### config.mk
export PLATFORM = sky130hd
export DESIGN_NAME = cmpl_ctrl
export DESIGN_NICKNAME = d
export VERILOG_FILES = /design/src/core/cmpl_ctrl.v
export VERILOG_INCLUDE_DIRS = /design/src /design/src/core
export SDC_FILE = /design/constraint.sdc
export NUM_CORES = 1
export LEC_CHECK = 0
export ABC_AREA = 1
export BUFFER_PORTS_ARGS = -buffer_cell sky130_fd_sc_hd__buf_2
export CORE_MARGIN = 8
export CORE_UTILIZATION = 54
export DETAILED_ROUTE_END_ITERATION = 10
export HOLD_SLACK_MARGIN = 0.08
export PLACE_DENSITY_LB_ADDON = 0.12
export SYNTH_ARGS = -nofsm -noshare
export SYNTH_HDL_FRONTEND = slang
export SYNTH_SLANG_ARGS = --single-unit
### constraint.sdc
create_clock -name i_sys_clk -period 2 [get_ports i_sys_clk]
set_clock_uncertainty 0.2 [all_clocks]
set_input_delay 0.2 -clock i_sys_clk [delete_from_list [all_inputs] [get_ports i_sys_clk]]
set_output_delay 0.2 -clock i_sys_clk [all_outputs]
set_load 0.02 [all_outputs]
### src/core/cmpl_defs.vh
// Register map and field layout of the comparator and SR latch control.
// Included by the control core; definitions only.
`ifndef CMPL_DEFS_VH
`define CMPL_DEFS_VH

// Register offsets (chosen, no documented address)
`define CMPL_ADDR_CMP2 4'h0
`define CMPL_ADDR_SRL 4'h1
`define CMPL_ADDR_REF 4'h2
`define CMPL_ADDR_STAT 4'h3

// comparator_two_control fields
`define CMPL_C2_EN 7
`define CMPL_C2_RES 6
`define CMPL_C2_OE 5
`define CMPL_C2_POL 4
`define CMPL_C2_RSEL 2
`define CMPL_C2_CH_HI 1
`define CMPL_C2_CH_LO 0

// sr_latch_control fields
`define CMPL_SR_PIN2 7
`define CMPL_SR_PIN1 6
`define CMPL_SR_C1SET 5
`define CMPL_SR_C2RST 4
`define CMPL_SR_PSET 3
`define CMPL_SR_PRST 2

// reference_control_register fields
`define CMPL_RF_C1DIV 7
`define CMPL_RF_C2DIV 6
`define CMPL_RF_FIXED 4

// Status register fields
`define CMPL_ST_Q 0
`define CMPL_ST_C1 1
`define CMPL_ST_C2RAW 2

// Reset values
`define CMPL_RST_BYTE 8'h00

`endif

### src/core/cmpl_ctrl.v
// Digital control for a dual comparator with SR latch and reference select.
// Assumes analog comparators outside; their raw outputs arrive async.
//
// Functional notes
// Comparator-two control: eight bits, enable down to channel select.
// Polarity 0 gives result 1 when positive exceeds negative; 1 inverts.
// Comparator-two pin driven only if pin enable, enable set, direction 0.
// Reference select routes positive input to internal ref, else pin.
// Channel select picks negative input 0 to 3 for codes 00 to 11.
// Latch config bit 7 puts latch output on comparator-two pin.
// Latch config bit 6 puts latch Q on comparator-one pin.
// Set enable lets high comparator-one output set the latch.
// Reset enable lets high comparator-two output reset the latch.
// Pulse set and reset bits fire one pulse, self clear, zero ignored.
// Software sets pin enable and direction for latch output on pins.
// Fixed reference on when its bit is set or fast oscillator runs.
// Comparator-one divider enable turns on divider and selects it.
// Comparator-two divider enable turns on divider and selects it.
// Divider current is the OR of both divider enables.
// Software waits a settling delay after enabling the fixed reference.
// All control bits clear on reset.
`timescale 1ns/1ns
`include "cmpl_defs.vh"

module cmpl_ctrl #(
  parameter AW = 4
) (
  input wire i_sys_clk,
  input wire i_rst_n,
  input wire [AW-1:0] i_addr,
  input wire [7:0] i_wdata,
  input wire i_wr,
  input wire i_rd,
  output reg [7:0] o_rdata,
  input wire i_cmp1_raw,
  input wire i_cmp2_raw,
  input wire i_cmp1_polarity,
  input wire i_cmp1_enable,
  input wire i_cmp1_pin_output_enable,
  input wire i_cmp1_port_direction_bit,
  input wire i_cmp2_port_direction_bit,
  input wire i_fast_internal_oscillator,
  output reg o_cmp2_enable,
  output reg o_cmp2_reference_select,
  output reg [1:0] o_cmp2_channel_select,
  output reg o_cmp1_result_pin,
  output reg o_cmp1_pin_oe,
  output reg o_cmp2_result_pin,
  output reg o_cmp2_pin_oe,
  output reg o_fixed_reference_enable,
  output reg o_divider_current_enable,
  output reg o_cmp1_divider_select,
  output reg o_cmp2_divider_select
);

////////////////////////////////////////////////////////////////////////
// Control registers

reg cmp2_enable;
reg cmp2_pin_output_enable;
reg cmp2_polarity;
reg cmp2_reference_select;
reg [1:0] cmp2_channel_select;
reg latch_config_pin_two;
reg latch_config_pin_one;
reg cmp1_latch_set_enable;
reg cmp2_latch_reset_enable;
reg latch_pulse_set;
reg latch_pulse_reset;
reg cmp1_divider_reference_enable;
reg cmp2_divider_reference_enable;
reg fixed_reference_enable;

////////////////////////////////////////////////////////////////////////
// Shared decoding

// Address match for the write decode
function addr_is;
  input [AW-1:0] addr;
  input [AW-1:0] offset;
  begin
    addr_is = (addr == offset);
  end
endfunction

// Pin driver gate: pin enable, comparator on, direction bit at output
function pin_gate;
  input oe;
  input en;
  input dir;
  begin
    pin_gate = oe & en & ~dir;
  end
endfunction

// Polarity on the synchronised level; an idle comparator reads zero
function cmp_result;
  input en;
  input raw;
  input pol;
  begin
    cmp_result = en & (raw ^ pol);
  end
endfunction

// Pin source: latch level when the latch owns the pin, else the result
function pin_source;
  input sel;
  input latched;
  input direct;
  begin
    pin_source = sel ? latched : direct;
  end
endfunction

////////////////////////////////////////////////////////////////////////
// Register writes

wire wr_cmp2 = i_wr && addr_is(i_addr, `CMPL_ADDR_CMP2);
wire wr_srl = i_wr && addr_is(i_addr, `CMPL_ADDR_SRL);
wire wr_ref = i_wr && addr_is(i_addr, `CMPL_ADDR_REF);

// Next register values: hold unless the register is written; pulse bits clear
reg next_cmp2_enable;
reg next_cmp2_pin_output_enable;
reg next_cmp2_polarity;
reg next_cmp2_reference_select;
reg [1:0] next_cmp2_channel_select;
reg next_latch_config_pin_two;
reg next_latch_config_pin_one;
reg next_cmp1_latch_set_enable;
reg next_cmp2_latch_reset_enable;
reg next_latch_pulse_set;
reg next_latch_pulse_reset;
reg next_cmp1_divider_reference_enable;
reg next_cmp2_divider_reference_enable;
reg next_fixed_reference_enable;

always @* begin
  next_cmp2_enable = cmp2_enable;
  next_cmp2_pin_output_enable = cmp2_pin_output_enable;
  next_cmp2_polarity = cmp2_polarity;
  next_cmp2_reference_select = cmp2_reference_select;
  next_cmp2_channel_select = cmp2_channel_select;
  next_latch_config_pin_two = latch_config_pin_two;
  next_latch_config_pin_one = latch_config_pin_one;
  next_cmp1_latch_set_enable = cmp1_latch_set_enable;
  next_cmp2_latch_reset_enable = cmp2_latch_reset_enable;
  next_cmp1_divider_reference_enable = cmp1_divider_reference_enable;
  next_cmp2_divider_reference_enable = cmp2_divider_reference_enable;
  next_fixed_reference_enable = fixed_reference_enable;
  // Pulse bits live one cycle only; a written zero does nothing
  next_latch_pulse_set = wr_srl && i_wdata[`CMPL_SR_PSET];
  next_latch_pulse_reset = wr_srl && i_wdata[`CMPL_SR_PRST];
  if (wr_cmp2) begin
    next_cmp2_enable = i_wdata[`CMPL_C2_EN];
    next_cmp2_pin_output_enable = i_wdata[`CMPL_C2_OE];
    next_cmp2_polarity = i_wdata[`CMPL_C2_POL];
    next_cmp2_reference_select = i_wdata[`CMPL_C2_RSEL];
    next_cmp2_channel_select = i_wdata[`CMPL_C2_CH_HI:`CMPL_C2_CH_LO];
  end
  if (wr_srl) begin
    next_latch_config_pin_two = i_wdata[`CMPL_SR_PIN2];
    next_latch_config_pin_one = i_wdata[`CMPL_SR_PIN1];
    next_cmp1_latch_set_enable = i_wdata[`CMPL_SR_C1SET];
    next_cmp2_latch_reset_enable = i_wdata[`CMPL_SR_C2RST];
  end
  if (wr_ref) begin
    next_cmp1_divider_reference_enable = i_wdata[`CMPL_RF_C1DIV];
    next_cmp2_divider_reference_enable = i_wdata[`CMPL_RF_C2DIV];
    next_fixed_reference_enable = i_wdata[`CMPL_RF_FIXED];
  end
end

always @(posedge i_sys_clk) begin
  if (!i_rst_n) begin
    cmp2_enable <= 1'b0;
    cmp2_pin_output_enable <= 1'b0;
    cmp2_polarity <= 1'b0;
    cmp2_reference_select <= 1'b0;
    cmp2_channel_select <= 2'h0;
    latch_config_pin_two <= 1'b0;
    latch_config_pin_one <= 1'b0;
    cmp1_latch_set_enable <= 1'b0;
    cmp2_latch_reset_enable <= 1'b0;
    latch_pulse_set <= 1'b0;
    latch_pulse_reset <= 1'b0;
    cmp1_divider_reference_enable <= 1'b0;
    cmp2_divider_reference_enable <= 1'b0;
    fixed_reference_enable <= 1'b0;
  end else begin
    cmp2_enable <= next_cmp2_enable;
    cmp2_pin_output_enable <= next_cmp2_pin_output_enable;
    cmp2_polarity <= next_cmp2_polarity;
    cmp2_reference_select <= next_cmp2_reference_select;
    cmp2_channel_select <= next_cmp2_channel_select;
    latch_config_pin_two <= next_latch_config_pin_two;
    latch_config_pin_one <= next_latch_config_pin_one;
    cmp1_latch_set_enable <= next_cmp1_latch_set_enable;
    cmp2_latch_reset_enable <= next_cmp2_latch_reset_enable;
    latch_pulse_set <= next_latch_pulse_set;
    latch_pulse_reset <= next_latch_pulse_reset;
    cmp1_divider_reference_enable <= next_cmp1_divider_reference_enable;
    cmp2_divider_reference_enable <= next_cmp2_divider_reference_enable;
    fixed_reference_enable <= next_fixed_reference_enable;
  end
end

////////////////////////////////////////////////////////////////////////
// Input synchronisers: change accepted when stages two and three agree

// Costs about four cycles of latency; results are slow analog levels
// anyway, so filtering was preferred over speed.
localparam NSYNC = 2;

wire [NSYNC-1:0] raw_pin = {i_cmp2_raw, i_cmp1_raw};
wire [NSYNC-1:0] raw_ok;

genvar g;
generate
  for (g = 0; g < NSYNC; g = g + 1) begin : g_sync
    reg [2:0] stages;
    reg level;
    always @(posedge i_sys_clk) begin
      if (!i_rst_n) begin
        stages <= 3'h0;
        level <= 1'b0;
      end else begin
        stages <= {stages[1:0], raw_pin[g]};
        // A lone glitch in stage two never reaches the level
        if (stages[1] == stages[2])
          level <= stages[2];
      end
    end
    assign raw_ok[g] = level;
  end
endgenerate

wire c1_raw = raw_ok[0];
wire c2_raw = raw_ok[1];

////////////////////////////////////////////////////////////////////////
// Comparator results and SR latch

// Disabled comparator reads as zero
wire cmp2_result = cmp_result(cmp2_enable, c2_raw, cmp2_polarity);
wire cmp1_result = cmp_result(i_cmp1_enable, c1_raw, i_cmp1_polarity);

wire latch_set = latch_pulse_set |
  (cmp1_latch_set_enable & cmp1_result);
wire latch_rst = latch_pulse_reset |
  (cmp2_latch_reset_enable & cmp2_result);

reg latch_q;

// Reset wins when both sides are active, keeping Q at a known level
always @(posedge i_sys_clk) begin
  if (!i_rst_n)
    latch_q <= 1'b0;
  else if (latch_rst)
    latch_q <= 1'b0;
  else if (latch_set)
    latch_q <= 1'b1;
end

////////////////////////////////////////////////////////////////////////
// Pins and analog controls

wire next_c2_pin = pin_source(latch_config_pin_two, ~latch_q,
  cmp2_result);
wire next_c1_pin = pin_source(latch_config_pin_one, latch_q,
  cmp1_result);
wire divider_on = cmp1_divider_reference_enable |
  cmp2_divider_reference_enable;
// Latch reaches a pin only through the normal pin gating
wire next_c1_oe = pin_gate(i_cmp1_pin_output_enable, i_cmp1_enable,
  i_cmp1_port_direction_bit);
wire next_c2_oe = pin_gate(cmp2_pin_output_enable, cmp2_enable,
  i_cmp2_port_direction_bit);
wire next_fixed_ref = fixed_reference_enable |
  i_fast_internal_oscillator;

always @(posedge i_sys_clk) begin
  if (!i_rst_n) begin
    o_cmp2_enable <= 1'b0;
    o_cmp2_reference_select <= 1'b0;
    o_cmp2_channel_select <= 2'h0;
    o_cmp1_result_pin <= 1'b0;
    o_cmp1_pin_oe <= 1'b0;
    o_cmp2_result_pin <= 1'b0;
    o_cmp2_pin_oe <= 1'b0;
    o_fixed_reference_enable <= 1'b0;
    o_divider_current_enable <= 1'b0;
    o_cmp1_divider_select <= 1'b0;
    o_cmp2_divider_select <= 1'b0;
  end else begin
    o_cmp2_enable <= cmp2_enable;
    o_cmp2_reference_select <= cmp2_reference_select;
    o_cmp2_channel_select <= cmp2_channel_select;
    o_cmp1_result_pin <= next_c1_pin;
    o_cmp2_result_pin <= next_c2_pin;
    o_cmp1_pin_oe <= next_c1_oe;
    o_cmp2_pin_oe <= next_c2_oe;
    o_fixed_reference_enable <= next_fixed_ref;
    o_divider_current_enable <= divider_on;
    o_cmp1_divider_select <= cmp1_divider_reference_enable;
    o_cmp2_divider_select <= cmp2_divider_reference_enable;
  end
end

////////////////////////////////////////////////////////////////////////
// Read port: data one cycle after the strobe, zero elsewhere

reg [7:0] next_rdata;

// A strobe to a hole, or no strobe at all, gives zero
always @* begin
  next_rdata = `CMPL_RST_BYTE;
  if (i_rd) begin
    case (i_addr)
      `CMPL_ADDR_CMP2:
        next_rdata = {cmp2_enable, cmp2_result, cmp2_pin_output_enable,
          cmp2_polarity, 1'b0, cmp2_reference_select,
          cmp2_channel_select};
      `CMPL_ADDR_SRL:
        // Pulse bits always read zero
        next_rdata = {latch_config_pin_two, latch_config_pin_one,
          cmp1_latch_set_enable, cmp2_latch_reset_enable, 4'h0};
      `CMPL_ADDR_REF:
        next_rdata = {cmp1_divider_reference_enable,
          cmp2_divider_reference_enable, 1'b0, fixed_reference_enable,
          4'h0};
      `CMPL_ADDR_STAT:
        next_rdata = {5'h00, c2_raw, cmp1_result, latch_q};
      default:
        next_rdata = `CMPL_RST_BYTE;
    endcase
  end
end

always @(posedge i_sys_clk) begin
  if (!i_rst_n)
    o_rdata <= `CMPL_RST_BYTE;
  else
    o_rdata <= next_rdata;
end

endmodule // cmpl_ctrl

==> flow_metrics.env, run 1 <==
export IMPL_finalCritPeriodShare_pct=98.9
export IMPL_crit_arrival_ns=2.02
export IMPL_core_region_area_um2=2950
export IMPL_finalWorstPathRequiredPeriod_ns=1.98
export IMPL_standby_leakage_power_uw=0.00116
export IMPL_yosysMostFrequentCell="nand2_1"
export IMPL_finalHoldViolations=0
export IMPL_detailedPlacementHpwl_mm=2.61
export IMPL_via_density=4.91
export IMPL_worstHoldStart="i_rst_n"
export IMPL_clkSinkCount=43
export IMPL_grt_use_total_pct=17.6
export IMPL_worst_hold_path_endpoint="o_rdata[1]"
export IMPL_achievable_frequency_mhz=506
export IMPL_ratio_of_cells_with_drive_above_1_in_the_final_layout_pct=22.0
export IMPL_crit_required_ns=2.04
export IMPL_finalSetupViolations=0
export IMPL_placed_cells=277
export IMPL_cap_violations=0
export IMPL_synthArstFlopShare_pct=0
export IMPL_detailedRoute_firstPassIterationCount=4
export IMPL_post_synth_inst_count=208
export IMPL_critical_path_endpoint_type="register"
export IMPL_synthTopCellsByArea="dfxtp_1 53%, nand2_1 12%, nor2_1 6.2%"
export IMPL_synth_ff_type="dfxtp_1"
export IMPL_vdd_ir_drop_max_mv=0.524
export IMPL_worst_skew_pair_late_latency_ns=0.34
export IMPL_critPathMaxFanout=1
export IMPL_postSynthAreaPerCell_um2=7.82
export IMPL_gp_congestion=0.930
export IMPL_min_delay_path_class="input port to register"
export IMPL_met3_usage_pct=6.92
export IMPL_post_synth_num_cell_types=19
export IMPL_globalRoute_totalOverflow=0
export IMPL_placement_io_buffers=42
export IMPL_synth_seq_cells=43
export IMPL_yosysTopAreaCell="dfxtp_1"
export IMPL_power_density_nw_per_um2=631
export IMPL_synth_enable_flop_cells=0
export IMPL_die_height_um=70.9
export IMPL_initial_antenna_violation_count=0
export IMPL_final_net_count=314
export IMPL_clk_root_buffer_cell="clkbuf_4"
export IMPL_wl_per_cell_um=13.0
export IMPL_outcome="complete, no violations"
export IMPL_post_route_drc_count=0
export IMPL_fillers=234
export IMPL_setup_total_negative_slack_ns=0
export IMPL_timing_reg2reg_worst_path_depth=8
export IMPL_cts_buffer_depth=2
export IMPL_grt_start_max_net_pins=18
export IMPL_postRouteAntennaNets=0
export IMPL_groute_layer_met1_usage_pct=19.5
export IMPL_initial_utilization_pct=55.1
export IMPL_crit_type="input port to register"
export IMPL_post_route_worst_setup_slack_ns=0.0229
export IMPL_cts_tree="yes"
export IMPL_drtIter0Drc=105
export IMPL_ios=44
export IMPL_h_tree_depth=2
export IMPL_dp_slack_ns=0.553
export IMPL_synth_top_area_share_pct=52.9
export IMPL_routed_wl_mm=4.21
export IMPL_groute_layer_met2_usage_pct=30.2
export IMPL_layer_with_the_highest_usage="met2"
export IMPL_post_synth_most_frequent_cells="51 x nand2_1, 43 x dfxtp_1, 27 x nor2_1, 24 x inv_1, 17 x nand3_1"
export IMPL_tritoncts_num_buffers=5
export IMPL_critPathLaunchType="input port"
export IMPL_fin_total_pwr_uw=1440
export IMPL_yosys_warning_count=0
export IMPL_grt_pass1_wl_mm=6.98
export IMPL_areaGrowthSynthToFinish_pct=40.0
export IMPL_synthesis_nets=232
export IMPL_minimum_setup_slack_among_reg_to_reg_paths_ns=0.34
export IMPL_routed_via_count=1591
export IMPL_synth_seq_area_share_pct=52.9
export IMPL_reg_clk_slew_reported_paths_ns=0.12
export IMPL_worst_r2r_startpoint="c1_raw"
export IMPL_final_instance_count_excl_fill=324
export IMPL_reg2reg_to="latch_q"
export IMPL_final_max_slew_viol_count=0
export IMPL_post_synth_instance_area_um2=1630
export IMPL_die_extent_in_x_um=70.9
export IMPL_diodes=0
export IMPL_design_die_area_um2=5020
export IMPL_vias_in_the_first_global_route=1467
export IMPL_worstHoldPathCells=3
export IMPL_placement_rows=20
## how the worst max path moves through the flow
stage | startpoint | to | slack (ns) | cells after the start
3_3_place_gp | i_addr[3] | cmp2_divider_reference_enable | 0.57 | 6
2_1_floorplan | i_rst_n | o_cmp1_pin_oe | 0.94 | 4
4_1_cts | i_addr[3] | latch_config_pin_one | 0.03 | 7
3_5_place_dp | i_addr[3] | cmp2_divider_reference_enable | 0.55 | 6
5_1_grt | i_addr[3] | latch_config_pin_one | -0.006 | 7
6_report | i_wdata[3] | latch_pulse_set | 0.02 | 6
## layout make-up
cell class | instances | area, um2 | share of cell area, %
Clock buffer | 7 | 45.0 | 1.98
Timing Repair Buffer | 84 | 619 | 27.2
Sequential cell | 43 | 861 | 37.8
Multi-Input combinational cell | 131 | 612 | 26.9
Tap cell | 33 | 41.3 | 1.81
Inverter | 25 | 93.8 | 4.12
Clock inverter | 1 | 5.00 | 0.220
## cell usage in the layout (no fill, tap or decap), drive strengths merged
cell / n
dlymetal6s4s: 2
nor2: 31
dlygate4sd3: 32
clkbuf: 7
nor3: 2
a21oi: 15
inv: 25
nand3: 19
nand2: 51
conb: 1
dfxtp: 43
buf: 50
o21ai: 4
nand4: 8
clkinv: 1
## registers in the layout, summed over array words and instances, names as in the netlist, 2 cells and up
register and flops:
cmp2_channel_select 2, g_sync.stages 6, o_cmp2_channel_select 2, o_rdata 7
## where the power goes
part	total, uW	switching, uW	internal (uW)
Sequential	877	6.73	870
Clock	392	254	137
Combinational	168	86.5	81.7
Total	1440	348	1090
## metal layers
metal,up-vias,wire [um]
li1,811,-
met1,701,1710
met2,65,2040
met3,14,366
met4,0,96
met5,-,0
## worst max-delay path: stages
cell and delay, ns:
dlygate4sd3_1 0.53, buf_2 0.12, nand2_1 0.04, dlygate4sd3_1 0.54
nor2_1 0.05, dlygate4sd3_1 0.54
## cell families (layout without fill, tap and decap cells)
family	count (synthesis)	after routing	share of synthesized area, %
buffers and inverters	34	117	9.92
AO/OA/AOI/OAI	19	19	5.85
AND/OR/NAND/NOR	111	111	31.1
flip-flops	43	43	52.9
other	1	1	0.231
## what timing repair did
item / CTS / global route
hold buffers: 34 / 0
setup buffers: 0 / 5
resized for setup: 0 / 5
endpoints found under the hold margin: 28 / 0
setup endpoints to repair: 0 / 11
## stage by stage
step	area (um2)	hold slack (ns)	utilization, %
2_1_floorplan	1630	0.0766	-
4_1_cts	2220	0.0850	75.3
3_5_place_dp	1830	0.168	62.1
3_3_place_gp	1830	0.163	62.1
5_1_grt	2280	0.111	77.1
6_report	2280	0.0938	77.1
(Power assumes the default switching activity.)
==> run 2: changes to the inputs <==
--- a/config.mk
+++ b/config.mk
@@ -13,6 +13,7 @@
 export DETAILED_ROUTE_END_ITERATION = 10
 export HOLD_SLACK_MARGIN = 0.08
 export PLACE_DENSITY_LB_ADDON = 0.12
+export SETUP_SLACK_MARGIN = 0.2
 export SYNTH_ARGS = -nofsm -noshare
 export SYNTH_HDL_FRONTEND = slang
 export SYNTH_SLANG_ARGS = --single-unit
==> flow_metrics.env, run 2 (synthesis results as in run 1) <==
export IMPL_outcome="complete, no violations"
export IMPL_reg2reg_to="latch_q"
export IMPL_grt_pass1_wl_mm=6.79
export IMPL_core_region_area_um2=2950
export IMPL_slowest_stage="dlygate4sd3_1"
export IMPL_initial_antenna_violation_count=0
export IMPL_cts_tree="yes"
export IMPL_grt_start_max_net_pins=18
export IMPL_path_cells="dlygate4sd3_1, buf_2, nand2_1, dlygate4sd3_1, nor2_4, nand2_1, nand2_1, inv_1, nor2_1"
export IMPL_die_height_um=70.9
export IMPL_placement_rows=20
export IMPL_worstHoldPathCells=3
export IMPL_worst_skew_pair_late_latency_ns=0.34
export IMPL_initial_utilization_pct=55.1
export IMPL_post_route_drc_count=0
export IMPL_post_route_worst_setup_slack_ns=0.309
export IMPL_largestRegisters="o_rdata x7, g_sync.stages x6"
export IMPL_critical_path_cell_count=9
export IMPL_layout_cells_most_common_list="51 x nand2_1, 43 x dfxtp_1, 42 x buf_2, 32 x dlygate4sd3_1, 26 x nor2_1"
export IMPL_worst_path_most_repeated_cell="nand2_1"
export IMPL_gp_congestion=0.930
export IMPL_cap_violations=0
export IMPL_setup_total_negative_slack_ns=0
export IMPL_dp_slack_ns=0.553
export IMPL_standby_leakage_power_uw=0.00111
export IMPL_grt_setup_unrepaired="false"
export IMPL_final_core_utilization_pct=74.9
export IMPL_clkSinkCount=43
export IMPL_finalWorstPathRequiredPeriod_ns=1.69
export IMPL_critPathLaunchType="input port"
export IMPL_routed_wl_mm=4.01
export IMPL_worstHoldStart="i_rst_n"
export IMPL_diodes=0
export IMPL_clk_root_buffer_cell="clkbuf_4"
export IMPL_placed_cells=277
export IMPL_final_net_count=307
export IMPL_cp_slowest_stage_delay_ns=0.58
export IMPL_achievable_frequency_mhz=592
export IMPL_die_extent_in_x_um=70.9
export IMPL_crit_type="input port to register"
export IMPL_detailedRoute_firstPassIterationCount=5
export IMPL_h_tree_depth=2
export IMPL_drtIter0Drc=106
export IMPL_finalSetupViolations=0
export IMPL_finalHoldViolations=0
export IMPL_detailedPlacementHpwl_mm=2.61
export IMPL_via_density=4.99
export IMPL_min_delay_path_class="input port to register"
export IMPL_vias_in_the_first_global_route=1476
export IMPL_final_common_cell="nand2_1"
export IMPL_vdd_ir_drop_max_mv=0.522
export IMPL_timing_reg2reg_worst_path_depth=8
export IMPL_critPathMaxFanout=3
export IMPL_fillers=254
export IMPL_minimum_setup_slack_among_reg_to_reg_paths_ns=0.37
export IMPL_postRouteAntennaNets=0
export IMPL_final_max_slew_viol_count=0
export IMPL_critical_path_endpoint_type="register"
export IMPL_ratio_of_cells_with_drive_above_1_in_the_final_layout_pct=20.8
export IMPL_areaGrowthSynthToFinish_pct=35.9
export IMPL_design_die_area_um2=5020
export IMPL_finalCritPeriodShare_pct=84.5
export IMPL_power_density_nw_per_um2=641
export IMPL_wl_per_cell_um=12.6
export IMPL_largest_register="o_rdata"
export IMPL_placement_io_buffers=42
export IMPL_final_instance_count_excl_fill=317
export IMPL_max_reg_flops=7
export IMPL_worst_r2r_startpoint="c1_raw"
export IMPL_cts_buffer_depth=2
export IMPL_crit_arrival_ns=1.78
export IMPL_reg_clk_slew_reported_paths_ns=0.11
export IMPL_grt_use_total_pct=17.0
export IMPL_tritoncts_num_buffers=5
export IMPL_ios=44
export IMPL_crit_buf_inv=4
export IMPL_globalRoute_totalOverflow=0
export IMPL_worst_path_dominant_cell_family="buffers and inverters"
export IMPL_post_cts_setup_buffer_count=0
export IMPL_routed_via_count=1582
export IMPL_crit_required_ns=2.09
export IMPL_worst_hold_path_endpoint="o_rdata[1]"
run 2: changes by cell type in the layout (fill, tap and decap cells not counted), sizes merged:
cell          before  now
buf               50   45
dlymetal6s4s       2    0
run 2: what timing repair did:
item | in CTS | in global routing
resized for setup | 0 | 2
hold buffers | 32 | 0
endpoints found under the hold margin | 28 | 0
setup endpoints to repair | 0 | 3
run 2: per-stage QoR:
step	area, um2	total power (uW)	hold WS, ns
floorplan	1630	966	0.0766
global placement	1830	1010	0.163
detailed placement	1830	1010	0.168
CTS	2200	1430	0.0828
global route	2210	1480	0.111
finish	2210	1420	0.110
run 2: how the worst max path moves through the flow:
stage | endpoint | start | slack, ns
CTS | latch_q | i_cmp1_enable | 0.22
floorplan | o_cmp1_pin_oe | i_rst_n | 0.94
detailed placement | cmp2_divider_reference_enable | i_addr[3] | 0.55
global placement | cmp2_divider_reference_enable | i_addr[3] | 0.57
finish | latch_q | i_cmp1_enable | 0.31
global route | latch_q | i_cmp1_enable | 0.21
run 2: power by group:
part	switching [uW]	leakage [uW]	internal (uW)
clock	247	0.0000293	137
combinational	83.4	0.000729	72.5
sequential	6.65	0.000348	870
total	337	0.00111	1080
run 2: layout make-up:
class / count / area (um2) / share of cell area [%]
clock buffers: 7 / 45.0 / 2.04
inverters: 25 / 93.8 / 4.24
clock inverters: 1 / 5.00 / 0.226
multi-input cells: 131 / 612 / 27.7
flip-flops and latches: 43 / 861 / 38.9
repair buffers: 77 / 553 / 25.0
well taps: 33 / 41.3 / 1.87
run 2: metal layers:
metal	GRT usage (%)	vias to the layer above	part of all wire (%)
met3	6.78	15	9.6
met1	19.0	697	41
met4	6.93	0	2.8
met5	0	-	0
met2	28.2	75	46
li1	-	795	-
run 2: worst reg2reg max path, delay by kind of cell (launching register included):
family | cells | cell delay [ns]
and+or+nand+nor | 6 | 0.40
DFF | 1 | 0.35
buffers and inverters | 2 | 0.62
